--- config.mk ---
export PLATFORM = sky130hd
export DESIGN_NAME = lusc_regs
export DESIGN_NICKNAME = d
export VERILOG_FILES = /design/src/hdl/lusc_pkg.sv /design/src/hdl/lusc_regs.sv /design/src/hdl/lusc_sync.sv /design/src/hdl/lusc_event_latch.sv
export SDC_FILE = /design/constraint.sdc
export NUM_CORES = 1
export LEC_CHECK = 0
export BUFFER_PORTS_ARGS = -buffer_cell sky130_fd_sc_hd__buf_4
export CAP_MARGIN = 15
export CORE_MARGIN = 3
export CORE_UTILIZATION = 54
export CTS_BUF_LIST = sky130_fd_sc_hd__clkbuf_4 sky130_fd_sc_hd__clkbuf_8
export DETAILED_ROUTE_END_ITERATION = 8
export PLACE_DENSITY = 0.84
export SLEW_MARGIN = 20
export SYNTH_ARGS = -nofsm -noshare
export SYNTH_HDL_FRONTEND = slang
export SYNTH_SLANG_ARGS = --single-unit
--- constraint.sdc ---
create_clock -name clock_i -period 3.2 [get_ports clock_i]
set_clock_uncertainty 0.15 [all_clocks]
set_input_delay 0.64 -clock clock_i [delete_from_list [all_inputs] [get_ports clock_i]]
set_output_delay 0.64 -clock clock_i [all_outputs]
set_load 0.1 [all_outputs]
--- src/hdl/lusc_pkg.sv ---
// constants and types for the line unit status and control register bank
// Summary of operation
// loss interrupt bit sets on masked loss transition, clears on loss status read.
// fault interrupt bit sets on masked fault transition, clears on fault status read.
// alarm interrupt bit sets on masked alarm transition, clears on alarm status read.
// any write to software reset starts 1 us cycle returning all registers to default; a write while a cycle is running is ignored.
// software reset register is write-only, keeps its all-ones content on writes.
// monitor select codes 0001-0011 pick receivers 1-3; 0100-0111 reserved.
// monitor select codes 1001-1011 pick transmitters 1-3; 1100-1111 reserved.
// monitor codes 0000 and 1000 mean no monitoring; 0000 after reset.
// per-channel digital loopback enabled by 1, normal by 0, reset 0.
// per-channel criteria bit: 0 selects G.775, 1 selects ETSI 300 233.
// auto all-ones bit sends all ones to line while loss persists.
// global bit 6 enables alarm insertion toward system side on loss.
// global bit 5 at 0 enables, at 1 disables short circuit protection.
// global bit 4 selects HDB3 at 0 and AMI at 1.
// global bit 3 selects 32-bit store at 0, 64-bit store at 1.
// global bit 2 selects 1.7 Hz corner at 0, 6.6 Hz at 1.
// placement field: 01 transmit path, 11 receive path, 00 and 10 unused.
// per-channel driver output enable bit: 0 active, 1 high impedance.
// alarm status register reads 1 per channel while alarm is detected.
// alarm interrupt mask bit allows interrupts at 1, blocks at 0.
// software keeps reserved upper four bits of channel registers at zero.
// loss interrupt mask bit permits at 1, blocks at 0, default 0.
// fault interrupt mask bit permits at 1, blocks at 0, default 0.
// loss status register shows 1 for each channel currently losing signal.
// interrupt output asserted while any interrupt status bit is set.
package lusc_pkg;
	localparam int NUM_CHAN = 4;
	localparam int ADDR_W   = 8;
	localparam int DATA_W   = 8;

	localparam logic [7:0] ADDR_LOSS_STATUS   = 8'h04;
	localparam logic [7:0] ADDR_FAULT_STATUS  = 8'h05;
	localparam logic [7:0] ADDR_LOSS_MASK     = 8'h06;
	localparam logic [7:0] ADDR_FAULT_MASK    = 8'h07;
	localparam logic [7:0] ADDR_LOSS_INT      = 8'h08;
	localparam logic [7:0] ADDR_FAULT_INT     = 8'h09;
	localparam logic [7:0] ADDR_SOFT_RESET    = 8'h0a;
	localparam logic [7:0] ADDR_PERF_MON      = 8'h0b;
	localparam logic [7:0] ADDR_LOOPBACK      = 8'h0c;
	localparam logic [7:0] ADDR_CRITERIA      = 8'h0d;
	localparam logic [7:0] ADDR_AUTO_ONES     = 8'h0e;
	localparam logic [7:0] ADDR_GLOBAL        = 8'h0f;
	localparam logic [7:0] ADDR_DRIVER_OE     = 8'h12;
	localparam logic [7:0] ADDR_ALARM_STATUS  = 8'h13;
	localparam logic [7:0] ADDR_ALARM_MASK    = 8'h14;
	localparam logic [7:0] ADDR_ALARM_INT     = 8'h15;

	localparam logic [3:0] RST_CHAN           = 4'h0;
	localparam logic [3:0] RST_MON_SEL        = 4'h0;
	localparam logic [7:0] RST_SOFT_RESET     = 8'hff;
	localparam logic [7:0] RD_NONE            = 8'h00;

	// global configuration field positions
	localparam int GCF_INSERT_POS  = 6;
	localparam int GCF_SHORT_POS   = 5;
	localparam int GCF_CODE_POS    = 4;
	localparam int GCF_DEPTH_POS   = 3;
	localparam int GCF_BW_POS      = 2;
	localparam int GCF_PLACE_LSB   = 0;

	// monitor select codes
	localparam logic [3:0] MON_NONE_RX = 4'h0;
	localparam logic [3:0] MON_RX1     = 4'h1;
	localparam logic [3:0] MON_RX3     = 4'h3;
	localparam logic [3:0] MON_NONE_TX = 4'h8;
	localparam logic [3:0] MON_TX1     = 4'h9;
	localparam logic [3:0] MON_TX3     = 4'hb;

	localparam int CLK_PERIOD_NS    = 25;
	localparam int SOFT_RST_TIME_NS = 1000;
	localparam int SOFT_RST_CYCLES  = (SOFT_RST_TIME_NS + CLK_PERIOD_NS - 1) / CLK_PERIOD_NS;

	typedef struct packed {
		logic       rd;
		logic       wr;
		logic [7:0] addr;
		logic [7:0] wdata;
	} lusc_req_t;

	typedef struct packed {
		logic       alarm_insert_enable;
		logic       short_protect_disable;
		logic       line_code_ami;
		logic       jitter_fifo_depth;
		logic       jitter_bandwidth_select;
		logic [1:0] jitter_atten_placement;
	} lusc_cfg_t;

	typedef struct packed {
		logic       active;
		logic       is_tx;
		logic [1:0] chan;
	} lusc_mon_t;

	localparam lusc_cfg_t RST_CFG = '{default: 1'b0};
	localparam lusc_mon_t RST_MON = '{default: 1'b0};
endpackage

--- src/hdl/lusc_regs.sv ---
// status and control register bank for the four line channels
`timescale 1ns/100ps
`default_nettype none
module lusc_regs
	import lusc_pkg::*;
#(
	parameter int NCH         = NUM_CHAN,
	parameter int SRST_CYCLES = SOFT_RST_CYCLES
) (
	// clock and reset
	input  wire logic            clock_i,
	input  wire logic            reset_i,
	// register port
	input  wire lusc_req_t       req_i,
	output logic      [7:0]      rd_data_o,
	// line status pins, asynchronous
	input  wire logic [NCH-1:0]  los_i,
	input  wire logic [NCH-1:0]  fault_i,
	input  wire logic [NCH-1:0]  ais_i,
	// interrupt
	output logic                 irq_o,
	// per-channel controls
	output logic      [NCH-1:0]  digital_loopback_enable_o,
	output logic      [NCH-1:0]  alarm_criteria_select_o,
	output logic      [NCH-1:0]  driver_hiz_o,
	output logic      [NCH-1:0]  tx_all_ones_o,
	output logic      [NCH-1:0]  alarm_insert_o,
	// global controls
	output lusc_cfg_t            cfg_o,
	output logic      [3:0]      monitor_channel_select_o,
	output lusc_mon_t            monitor_o,
	output logic                 soft_reset_active_o
);
	localparam int CNT_W = $clog2(SRST_CYCLES + 1);
	localparam logic [CNT_W-1:0] CNT_LOAD = CNT_W'(SRST_CYCLES);

	// synchronised status
	logic [NCH-1:0] los_s;
	logic [NCH-1:0] fault_s;
	logic [NCH-1:0] ais_s;

	// masks and per-channel configuration
	logic [NCH-1:0] signal_loss_interrupt_mask;
	logic [NCH-1:0] driver_fault_interrupt_mask;
	logic [NCH-1:0] alarm_interrupt_mask;
	logic [NCH-1:0] auto_all_ones_enable;

	// interrupt status latches
	logic [NCH-1:0] loss_interrupt_status;
	logic [NCH-1:0] fault_interrupt_status;
	logic [NCH-1:0] alarm_interrupt_status;

	// software reset sequencing
	logic [CNT_W-1:0] soft_count;
	logic [7:0]       software_reset_trigger;
	logic             regs_reset;

	// decoded accesses
	logic wr_ok;
	logic rd_loss_status;
	logic rd_fault_status;
	logic rd_alarm_status;
	logic [7:0] next_rd_data;
	lusc_mon_t  next_mon;

	assign regs_reset = reset_i | soft_reset_active_o;
	// writes land only outside a reset cycle
	assign wr_ok = req_i.wr & ~soft_reset_active_o;

	// clear on loss read
	assign rd_loss_status  = req_i.rd && (req_i.addr == ADDR_LOSS_STATUS);
	// clear on fault read
	assign rd_fault_status = req_i.rd && (req_i.addr == ADDR_FAULT_STATUS);
	// clear on alarm read
	assign rd_alarm_status = req_i.rd && (req_i.addr == ADDR_ALARM_STATUS);

	lusc_sync #(
		.WIDTH (NCH)
	) u_sync_los (
		.clock_i (clock_i),
		.reset_i (reset_i),
		.async_i (los_i),
		.sync_o  (los_s)
	);

	lusc_sync #(
		.WIDTH (NCH)
	) u_sync_fault (
		.clock_i (clock_i),
		.reset_i (reset_i),
		.async_i (fault_i),
		.sync_o  (fault_s)
	);

	lusc_sync #(
		.WIDTH (NCH)
	) u_sync_ais (
		.clock_i (clock_i),
		.reset_i (reset_i),
		.async_i (ais_i),
		.sync_o  (ais_s)
	);

	// loss event latch
	lusc_event_latch #(
		.WIDTH (NCH)
	) u_loss_latch (
		.clock_i  (clock_i),
		.reset_i  (regs_reset),
		.status_i (los_s),
		.mask_i   (signal_loss_interrupt_mask),
		.clear_i  (rd_loss_status),
		.flag_o   (loss_interrupt_status)
	);

	// fault event latch
	lusc_event_latch #(
		.WIDTH (NCH)
	) u_fault_latch (
		.clock_i  (clock_i),
		.reset_i  (regs_reset),
		.status_i (fault_s),
		.mask_i   (driver_fault_interrupt_mask),
		.clear_i  (rd_fault_status),
		.flag_o   (fault_interrupt_status)
	);

	// alarm event latch
	lusc_event_latch #(
		.WIDTH (NCH)
	) u_alarm_latch (
		.clock_i  (clock_i),
		.reset_i  (regs_reset),
		.status_i (ais_s),
		.mask_i   (alarm_interrupt_mask),
		.clear_i  (rd_alarm_status),
		.flag_o   (alarm_interrupt_status)
	);

	// one microsecond reset cycle
	always_ff @(posedge clock_i)
	begin
		if (reset_i)
		begin
			soft_count          <= '0;
			soft_reset_active_o <= 1'b0;
		end
		else if (req_i.wr && (req_i.addr == ADDR_SOFT_RESET) && !soft_reset_active_o)
		begin
			soft_count          <= CNT_LOAD;
			soft_reset_active_o <= 1'b1;
		end
		else if (soft_count > CNT_W'(1))
		begin
			soft_count <= soft_count - CNT_W'(1);
		end
		else
		begin
			soft_count          <= '0;
			soft_reset_active_o <= 1'b0;
		end
	end

	// trigger content never written
	always_ff @(posedge clock_i)
	begin
		software_reset_trigger <= RST_SOFT_RESET;
	end

	// interrupt masks
	always_ff @(posedge clock_i)
	begin
		if (regs_reset)
		begin
			signal_loss_interrupt_mask  <= RST_CHAN;
			driver_fault_interrupt_mask <= RST_CHAN;
			alarm_interrupt_mask        <= RST_CHAN;
		end
		else if (wr_ok)
		begin
			if (req_i.addr == ADDR_LOSS_MASK)
			begin
				signal_loss_interrupt_mask <= req_i.wdata[NCH-1:0];
			end
			if (req_i.addr == ADDR_FAULT_MASK)
			begin
				driver_fault_interrupt_mask <= req_i.wdata[NCH-1:0];
			end
			if (req_i.addr == ADDR_ALARM_MASK)
			begin
				alarm_interrupt_mask <= req_i.wdata[NCH-1:0];
			end
		end
	end

	// per-channel controls
	always_ff @(posedge clock_i)
	begin
		if (regs_reset)
		begin
			digital_loopback_enable_o <= RST_CHAN;
			alarm_criteria_select_o   <= RST_CHAN;
			driver_hiz_o              <= RST_CHAN;
			auto_all_ones_enable      <= RST_CHAN;
		end
		else if (wr_ok)
		begin
			if (req_i.addr == ADDR_LOOPBACK)
			begin
				digital_loopback_enable_o <= req_i.wdata[NCH-1:0];
			end
			if (req_i.addr == ADDR_CRITERIA)
			begin
				alarm_criteria_select_o <= req_i.wdata[NCH-1:0];
			end
			if (req_i.addr == ADDR_DRIVER_OE)
			begin
				driver_hiz_o <= req_i.wdata[NCH-1:0];
			end
			if (req_i.addr == ADDR_AUTO_ONES)
			begin
				auto_all_ones_enable <= req_i.wdata[NCH-1:0];
			end
		end
	end

	// global fields
	always_ff @(posedge clock_i)
	begin
		if (regs_reset)
		begin
			cfg_o <= RST_CFG;
		end
		else if (wr_ok && (req_i.addr == ADDR_GLOBAL))
		begin
			cfg_o.alarm_insert_enable     <= req_i.wdata[GCF_INSERT_POS];
			cfg_o.short_protect_disable   <= req_i.wdata[GCF_SHORT_POS];
			cfg_o.line_code_ami           <= req_i.wdata[GCF_CODE_POS];
			cfg_o.jitter_fifo_depth       <= req_i.wdata[GCF_DEPTH_POS];
			cfg_o.jitter_bandwidth_select <= req_i.wdata[GCF_BW_POS];
			cfg_o.jitter_atten_placement  <= req_i.wdata[GCF_PLACE_LSB +: 2];
		end
	end

	// monitor select store
	always_ff @(posedge clock_i)
	begin
		if (regs_reset)
		begin
			monitor_channel_select_o <= RST_MON_SEL;
		end
		else if (wr_ok && (req_i.addr == ADDR_PERF_MON))
		begin
			monitor_channel_select_o <= req_i.wdata[3:0];
		end
	end

	// reserved codes monitor nothing, safer than guessing a channel
	always_comb
	begin
		next_mon = RST_MON;
		// receiver monitoring
		if (monitor_channel_select_o >= MON_RX1 && monitor_channel_select_o <= MON_RX3)
		begin
			next_mon.active = 1'b1;
			next_mon.is_tx  = 1'b0;
			next_mon.chan   = monitor_channel_select_o[1:0];
		end
		// transmitter monitoring
		else if (monitor_channel_select_o >= MON_TX1 && monitor_channel_select_o <= MON_TX3)
		begin
			next_mon.active = 1'b1;
			next_mon.is_tx  = 1'b1;
			next_mon.chan   = monitor_channel_select_o[1:0];
		end
	end

	always_ff @(posedge clock_i)
	begin
		if (regs_reset)
		begin
			monitor_o <= RST_MON;
		end
		else
		begin
			monitor_o <= next_mon;
		end
	end

	// loss-driven insertion
	always_ff @(posedge clock_i)
	begin
		if (regs_reset)
		begin
			tx_all_ones_o  <= RST_CHAN;
			alarm_insert_o <= RST_CHAN;
		end
		else
		begin
			tx_all_ones_o  <= auto_all_ones_enable & los_s;
			alarm_insert_o <= {NCH{cfg_o.alarm_insert_enable}} & los_s;
		end
	end

	// interrupt while any flag set
	always_ff @(posedge clock_i)
	begin
		if (regs_reset)
		begin
			irq_o <= 1'b0;
		end
		else
		begin
			irq_o <= |{loss_interrupt_status, fault_interrupt_status, alarm_interrupt_status};
		end
	end

	// read mux, upper bits read zero
	always_comb
	begin
		next_rd_data = RD_NONE;
		unique case (req_i.addr)
			// live loss status
			ADDR_LOSS_STATUS:  next_rd_data[NCH-1:0] = los_s;
			ADDR_FAULT_STATUS: next_rd_data[NCH-1:0] = fault_s;
			ADDR_LOSS_MASK:    next_rd_data[NCH-1:0] = signal_loss_interrupt_mask;
			ADDR_FAULT_MASK:   next_rd_data[NCH-1:0] = driver_fault_interrupt_mask;
			ADDR_LOSS_INT:     next_rd_data[NCH-1:0] = loss_interrupt_status;
			ADDR_FAULT_INT:    next_rd_data[NCH-1:0] = fault_interrupt_status;
			ADDR_PERF_MON:     next_rd_data[3:0]     = monitor_channel_select_o;
			ADDR_LOOPBACK:     next_rd_data[NCH-1:0] = digital_loopback_enable_o;
			ADDR_CRITERIA:     next_rd_data[NCH-1:0] = alarm_criteria_select_o;
			ADDR_AUTO_ONES:    next_rd_data[NCH-1:0] = auto_all_ones_enable;
			ADDR_GLOBAL:       next_rd_data[6:0]     = cfg_o;
			ADDR_DRIVER_OE:    next_rd_data[NCH-1:0] = driver_hiz_o;
			// live alarm status
			ADDR_ALARM_STATUS: next_rd_data[NCH-1:0] = ais_s;
			ADDR_ALARM_MASK:   next_rd_data[NCH-1:0] = alarm_interrupt_mask;
			ADDR_ALARM_INT:    next_rd_data[NCH-1:0] = alarm_interrupt_status;
			// write-only trigger and unmapped addresses read zero
			default:           next_rd_data = RD_NONE;
		endcase
	end

	always_ff @(posedge clock_i)
	begin
		if (regs_reset)
		begin
			rd_data_o <= RD_NONE;
		end
		else if (req_i.rd)
		begin
			rd_data_o <= next_rd_data;
		end
	end
endmodule
`default_nettype wire

--- src/hdl/lusc_sync.sv ---
// two-stage synchroniser for the per-channel line status pins
`timescale 1ns/100ps
`default_nettype none
module lusc_sync #(
	parameter int WIDTH = 4
) (
	// clock and reset
	input  wire logic             clock_i,
	input  wire logic             reset_i,
	// pin side and clock side
	input  wire logic [WIDTH-1:0] async_i,
	output logic      [WIDTH-1:0] sync_o
);
	logic [WIDTH-1:0] stage1;

	// first stage feeds only the second
	always_ff @(posedge clock_i)
	begin
		if (reset_i)
		begin
			stage1 <= '0;
			sync_o <= '0;
		end
		else
		begin
			stage1 <= async_i;
			sync_o <= stage1;
		end
	end
endmodule
`default_nettype wire

--- src/hdl/lusc_event_latch.sv ---
// per-channel sticky latch set on any masked transition of a status line
`timescale 1ns/100ps
`default_nettype none
module lusc_event_latch #(
	parameter int WIDTH = 4
) (
	// clock and resets
	input  wire logic             clock_i,
	input  wire logic             reset_i,
	// status, mask and clear
	input  wire logic [WIDTH-1:0] status_i,
	input  wire logic [WIDTH-1:0] mask_i,
	input  wire logic             clear_i,
	output logic      [WIDTH-1:0] flag_o
);
	logic [WIDTH-1:0] last_status;
	logic [WIDTH-1:0] next_flag;

	// set beats clear in the same cycle
	always_comb
	begin
		next_flag = clear_i ? '0 : flag_o;
		next_flag = next_flag | ((status_i ^ last_status) & mask_i);
	end

	always_ff @(posedge clock_i)
	begin
		if (reset_i)
		begin
			flag_o <= '0;
		end
		else
		begin
			flag_o <= next_flag;
		end
	end

	// edge history tracks even through a soft reset, avoiding a false event after it
	always_ff @(posedge clock_i)
	begin
		last_status <= status_i;
	end
endmodule
`default_nettype wire

==> impl_metrics.csv <==
group,metric,value,unit
outcome,outcome,"complete, no violations",
power,p_per_area,579,nW/um^2
final_layout,fillers,649,
final_layout,fin_area,5520,sq um
timing,final.setup.tns,0,ns
worst_setup_path,critPathMaxFanout,4,
final_layout,seqCellArea,2280,sq um
logic_synthesis,synth.distinct_cells,56,
route,drtIter0Drc,257,
worst_setup_path,rr_startpoint,"soft_reset_active_o$_SDFFE_PP0P_",
final_layout,drive_gt1_frac,0.230,
power,power_leakage,0.00235,uW
placed_design,place_congestion,0.937,
clock_network,cts_setup_buffers,0,
timing,setup_viol,0,
power,ir_worst_vdd,0.000637,V
clock_network,insertion_delay,0.42,ns
timing,slew_viol_final,0,
die,start_util,0.574,
timing,min_period,2.17,ns
route,via_per_inst,5.84,
route,postRouteAntennaNets,0,
final_layout,n_antenna_cell,0,
placed_design,port_buffers,74,
logic_synthesis,syn_area_per_cell,9.55,sq um
logic_synthesis,synth_edf_count,0,
logic_synthesis,synth_fp_nets,513,
timing,finalCritPeriodShare,0.677,
global_route,grt_pass1_wl,20.2,mm
die,dieArea,9610,sq um
placed_design,placedCellCount,631,
worst_setup_path,critPathKind,"in2reg",
clock_network,cts_resized,0,
clock_network,cts_tree,"yes",
global_route,grt-ovfl-total,0,
route,remaining_drc_errors,0,
logic_synthesis,yosysWarnings,0,
flow_run,timing.max_cap.violations,0,
route,post_drt_wl_per_cell,19.1,microns
die,die_w,98.0,microns
global_route,grt_pass1_vias,3916,
worst_setup_path,critPathCaptureType,"flop",
logic_synthesis,ys_seq_area_frac,0.499,
global_route,grt_usage,0.270,
timing,relSlewSlack,0.578,
clock_network,cts_buffers,17,
clock_network,cts_max_path_buffers,2,
logic_synthesis,ys_ff_latch,114,
clock_network,clkSlewWorstSetupHoldPaths,0.07,ns
global_route,grt_start_max_net_pins,29,
final_layout,multi_input_area,2080,sq um
logic_synthesis,synthesis.instances,479,
worst_setup_path,crit_required,3.36,ns
logic_synthesis,synth-main-ff-cell,"dfxtp_1",
route,dr.pass1.iters,5,
die,die_h,98.0,microns
placed_design,placed_area,5120,sq um
placed_design,place_hpwl,8.97,mm
clock_network,cts_htree_levels,4,
global_route,antenna_found_initial,0,
worst_hold_path,hp-start,"u_sync_fault.sync_o[2]$_SDFF_PP0_",
timing,rsz0062_at_grt,"no",
worst_setup_path,worstPathArrival,2.32,ns
final_layout,largest_registers,"cfg_o: 7 flops, rd_data_o: 7 flops, soft_count: 6 flops",
route,routed-via-count,3872,
clock_network,cts.sinks,114,
timing,hold_violations,0,
die,ios,77,
route,routed_wl,12.6,mm
logic_synthesis,syn_area,4570,sq um
final_layout,fin_cells,663,
timing,worst_pin_slew,0.631,ns
clock_network,postCtsHoldBufs,0,
die,fp.coreArea,7970,sq um
worst_setup_path,startpoint,"req_i[13]",
logic_synthesis,postSynth.asyncResetShare,0,
clock_network,cts_root_buffer,"clkbuf_8",
die,rows,32,
worst_hold_path,hold_path_class,"reg2reg",
worst_setup_path,start_kind,"input pin",
final_layout,area.growth.synth_to_final,20.6,%
final_layout,finish.net_count,582,
timing,clock.fmax,462,MHz
==> report_power, final <==
| part | switching (uW) | internal (uW) |
|---|---|---|
| clock | 620 | 697 |
| combinational | 212 | 141 |
| sequential | 43.8 | 1480 |
| total | 876 | 2320 |
==> worst max-delay path, stage by stage <==
cell,delay (ns)
buf_4,0.13
or4_2,0.74
nor2_1,0.24
nand3_1,0.23
a22oi_1,0.28
nor2_1,0.06
==> cells in the final DEF (no fill, tap or decap), types with 2 or more instances in the layout <==
cell and count:
a31oi_1 5, nor3_1 4, and2_1 2, clkbuf_8 17, a22oi_1 15, clkinvlp_4 4
mux2_2 5, mux2i_1 33, inv_6 4, ha_1 2, nand3_1 20, buf_4 80
nor4_1 6, nor2b_1 29, or2_2 3, nor2_1 53, nor3b_1 3, bufinv_16 2
clkinv_4 2, clkinv_2 3, a211oi_1 2, nand4_1 8, nand2b_1 3, dfxtp_1 114
xnor2_1 2, xor2_1 14, a32oi_1 4, a221oi_1 3, inv_1 9, a32o_1 2
o311a_1 2, and3_1 9, o21ai_0 18, a21oi_1 20, nand2_1 36
==> worst paths after layout <==
kind | depth (start not counted) | end | slack [ns]
worst min-delay path | 0 | u_fault_latch.last_status[2]$_DFF_P_ | 0.24
worst max register to register | 6 | cfg_o[6]$_SDFFE_PP0P_ | 1.38
worst min register to register | 0 | u_fault_latch.last_status[2]$_DFF_P_ | 0.24
worst max-delay path | 6 | u_loss_latch.flag_o[2]$_SDFF_PP0_ | 1.03
==> routing by layer <==
| layer | part of all wire | routed length [microns] | track usage |
|---|---|---|---|
| met1 | 0.42 | 5260 | 0.338 |
| met3 | 0.070 | 881 | 0.0643 |
| met2 | 0.48 | 6110 | 0.434 |
| met5 | 0 | 0 | 0 |
| met4 | 0.030 | 384 | 0.143 |
==> Yosys cell counts (all sizes together) (2+ instances only) <==
| master | instances | area, sq um |
|---|---|---|
| nand2 | 36 | 135 |
| or2 | 3 | 18.8 |
| nor4 | 7 | 58.8 |
| nor3b | 3 | 22.5 |
| and3 | 9 | 56.3 |
| a32o | 2 | 20.0 |
| ha | 2 | 25.0 |
| mux2 | 5 | 56.3 |
| nor3 | 6 | 46.3 |
| o311ai | 2 | 17.5 |
| a22oi | 15 | 113 |
| a221oi | 3 | 26.3 |
| a21oi | 20 | 100 |
| o311a | 2 | 20.0 |
| and2 | 2 | 12.5 |
| a32oi | 4 | 35.0 |
| nand2b | 3 | 18.8 |
| clkbuf | 20 | 80.1 |
| nand4 | 8 | 50.1 |
| nor2 | 54 | 205 |
| xor2 | 14 | 123 |
| mux2i | 33 | 330 |
| nor2b | 29 | 181 |
| buf | 10 | 97.6 |
| xnor2 | 2 | 17.5 |
| o21ai | 18 | 90.1 |
| nand3 | 20 | 100 |
| inv | 9 | 33.8 |
| a31oi | 5 | 31.3 |
| a211oi | 2 | 15.0 |
| dfxtp | 114 | 2280 |
==> final cells by class <==
cell class	instances	area share
Clock buffer	17	0.0424
Clock inverter	15	0.0286
Inverter	9	0.00613
Multi-Input combinational cell	326	0.377
Sequential cell	114	0.414
Tap cell	102	0.0231
Timing Repair Buffer	80	0.109
==> through the flow <==
| stage | hold slack, ns | setup WS, ns | utilization | power [uW] |
|---|---|---|---|---|
| 2_1_floorplan | 0.210 | 1.00 | - | 1800 |
| 3_3_place_gp | 0.224 | 0.641 | 0.643 | 1880 |
| 3_5_place_dp | 0.226 | 0.631 | 0.643 | 1910 |
| 4_1_cts | 0.237 | 1.04 | 0.692 | 3210 |
| 5_1_grt | 0.251 | 0.957 | 0.692 | 3350 |
| 6_report | 0.236 | 1.03 | 0.692 | 3190 |
==> cells by family after synthesis <==
group / synth area share
other cells: 0.000820
compound gates: 0.118
xor+xnor: 0.0306
simple gates: 0.210
flops: 0.499
buf+inv: 0.0462
fa+ha+maj: 0.00547
mux: 0.0895
Power figures use the tool's default switching activity.
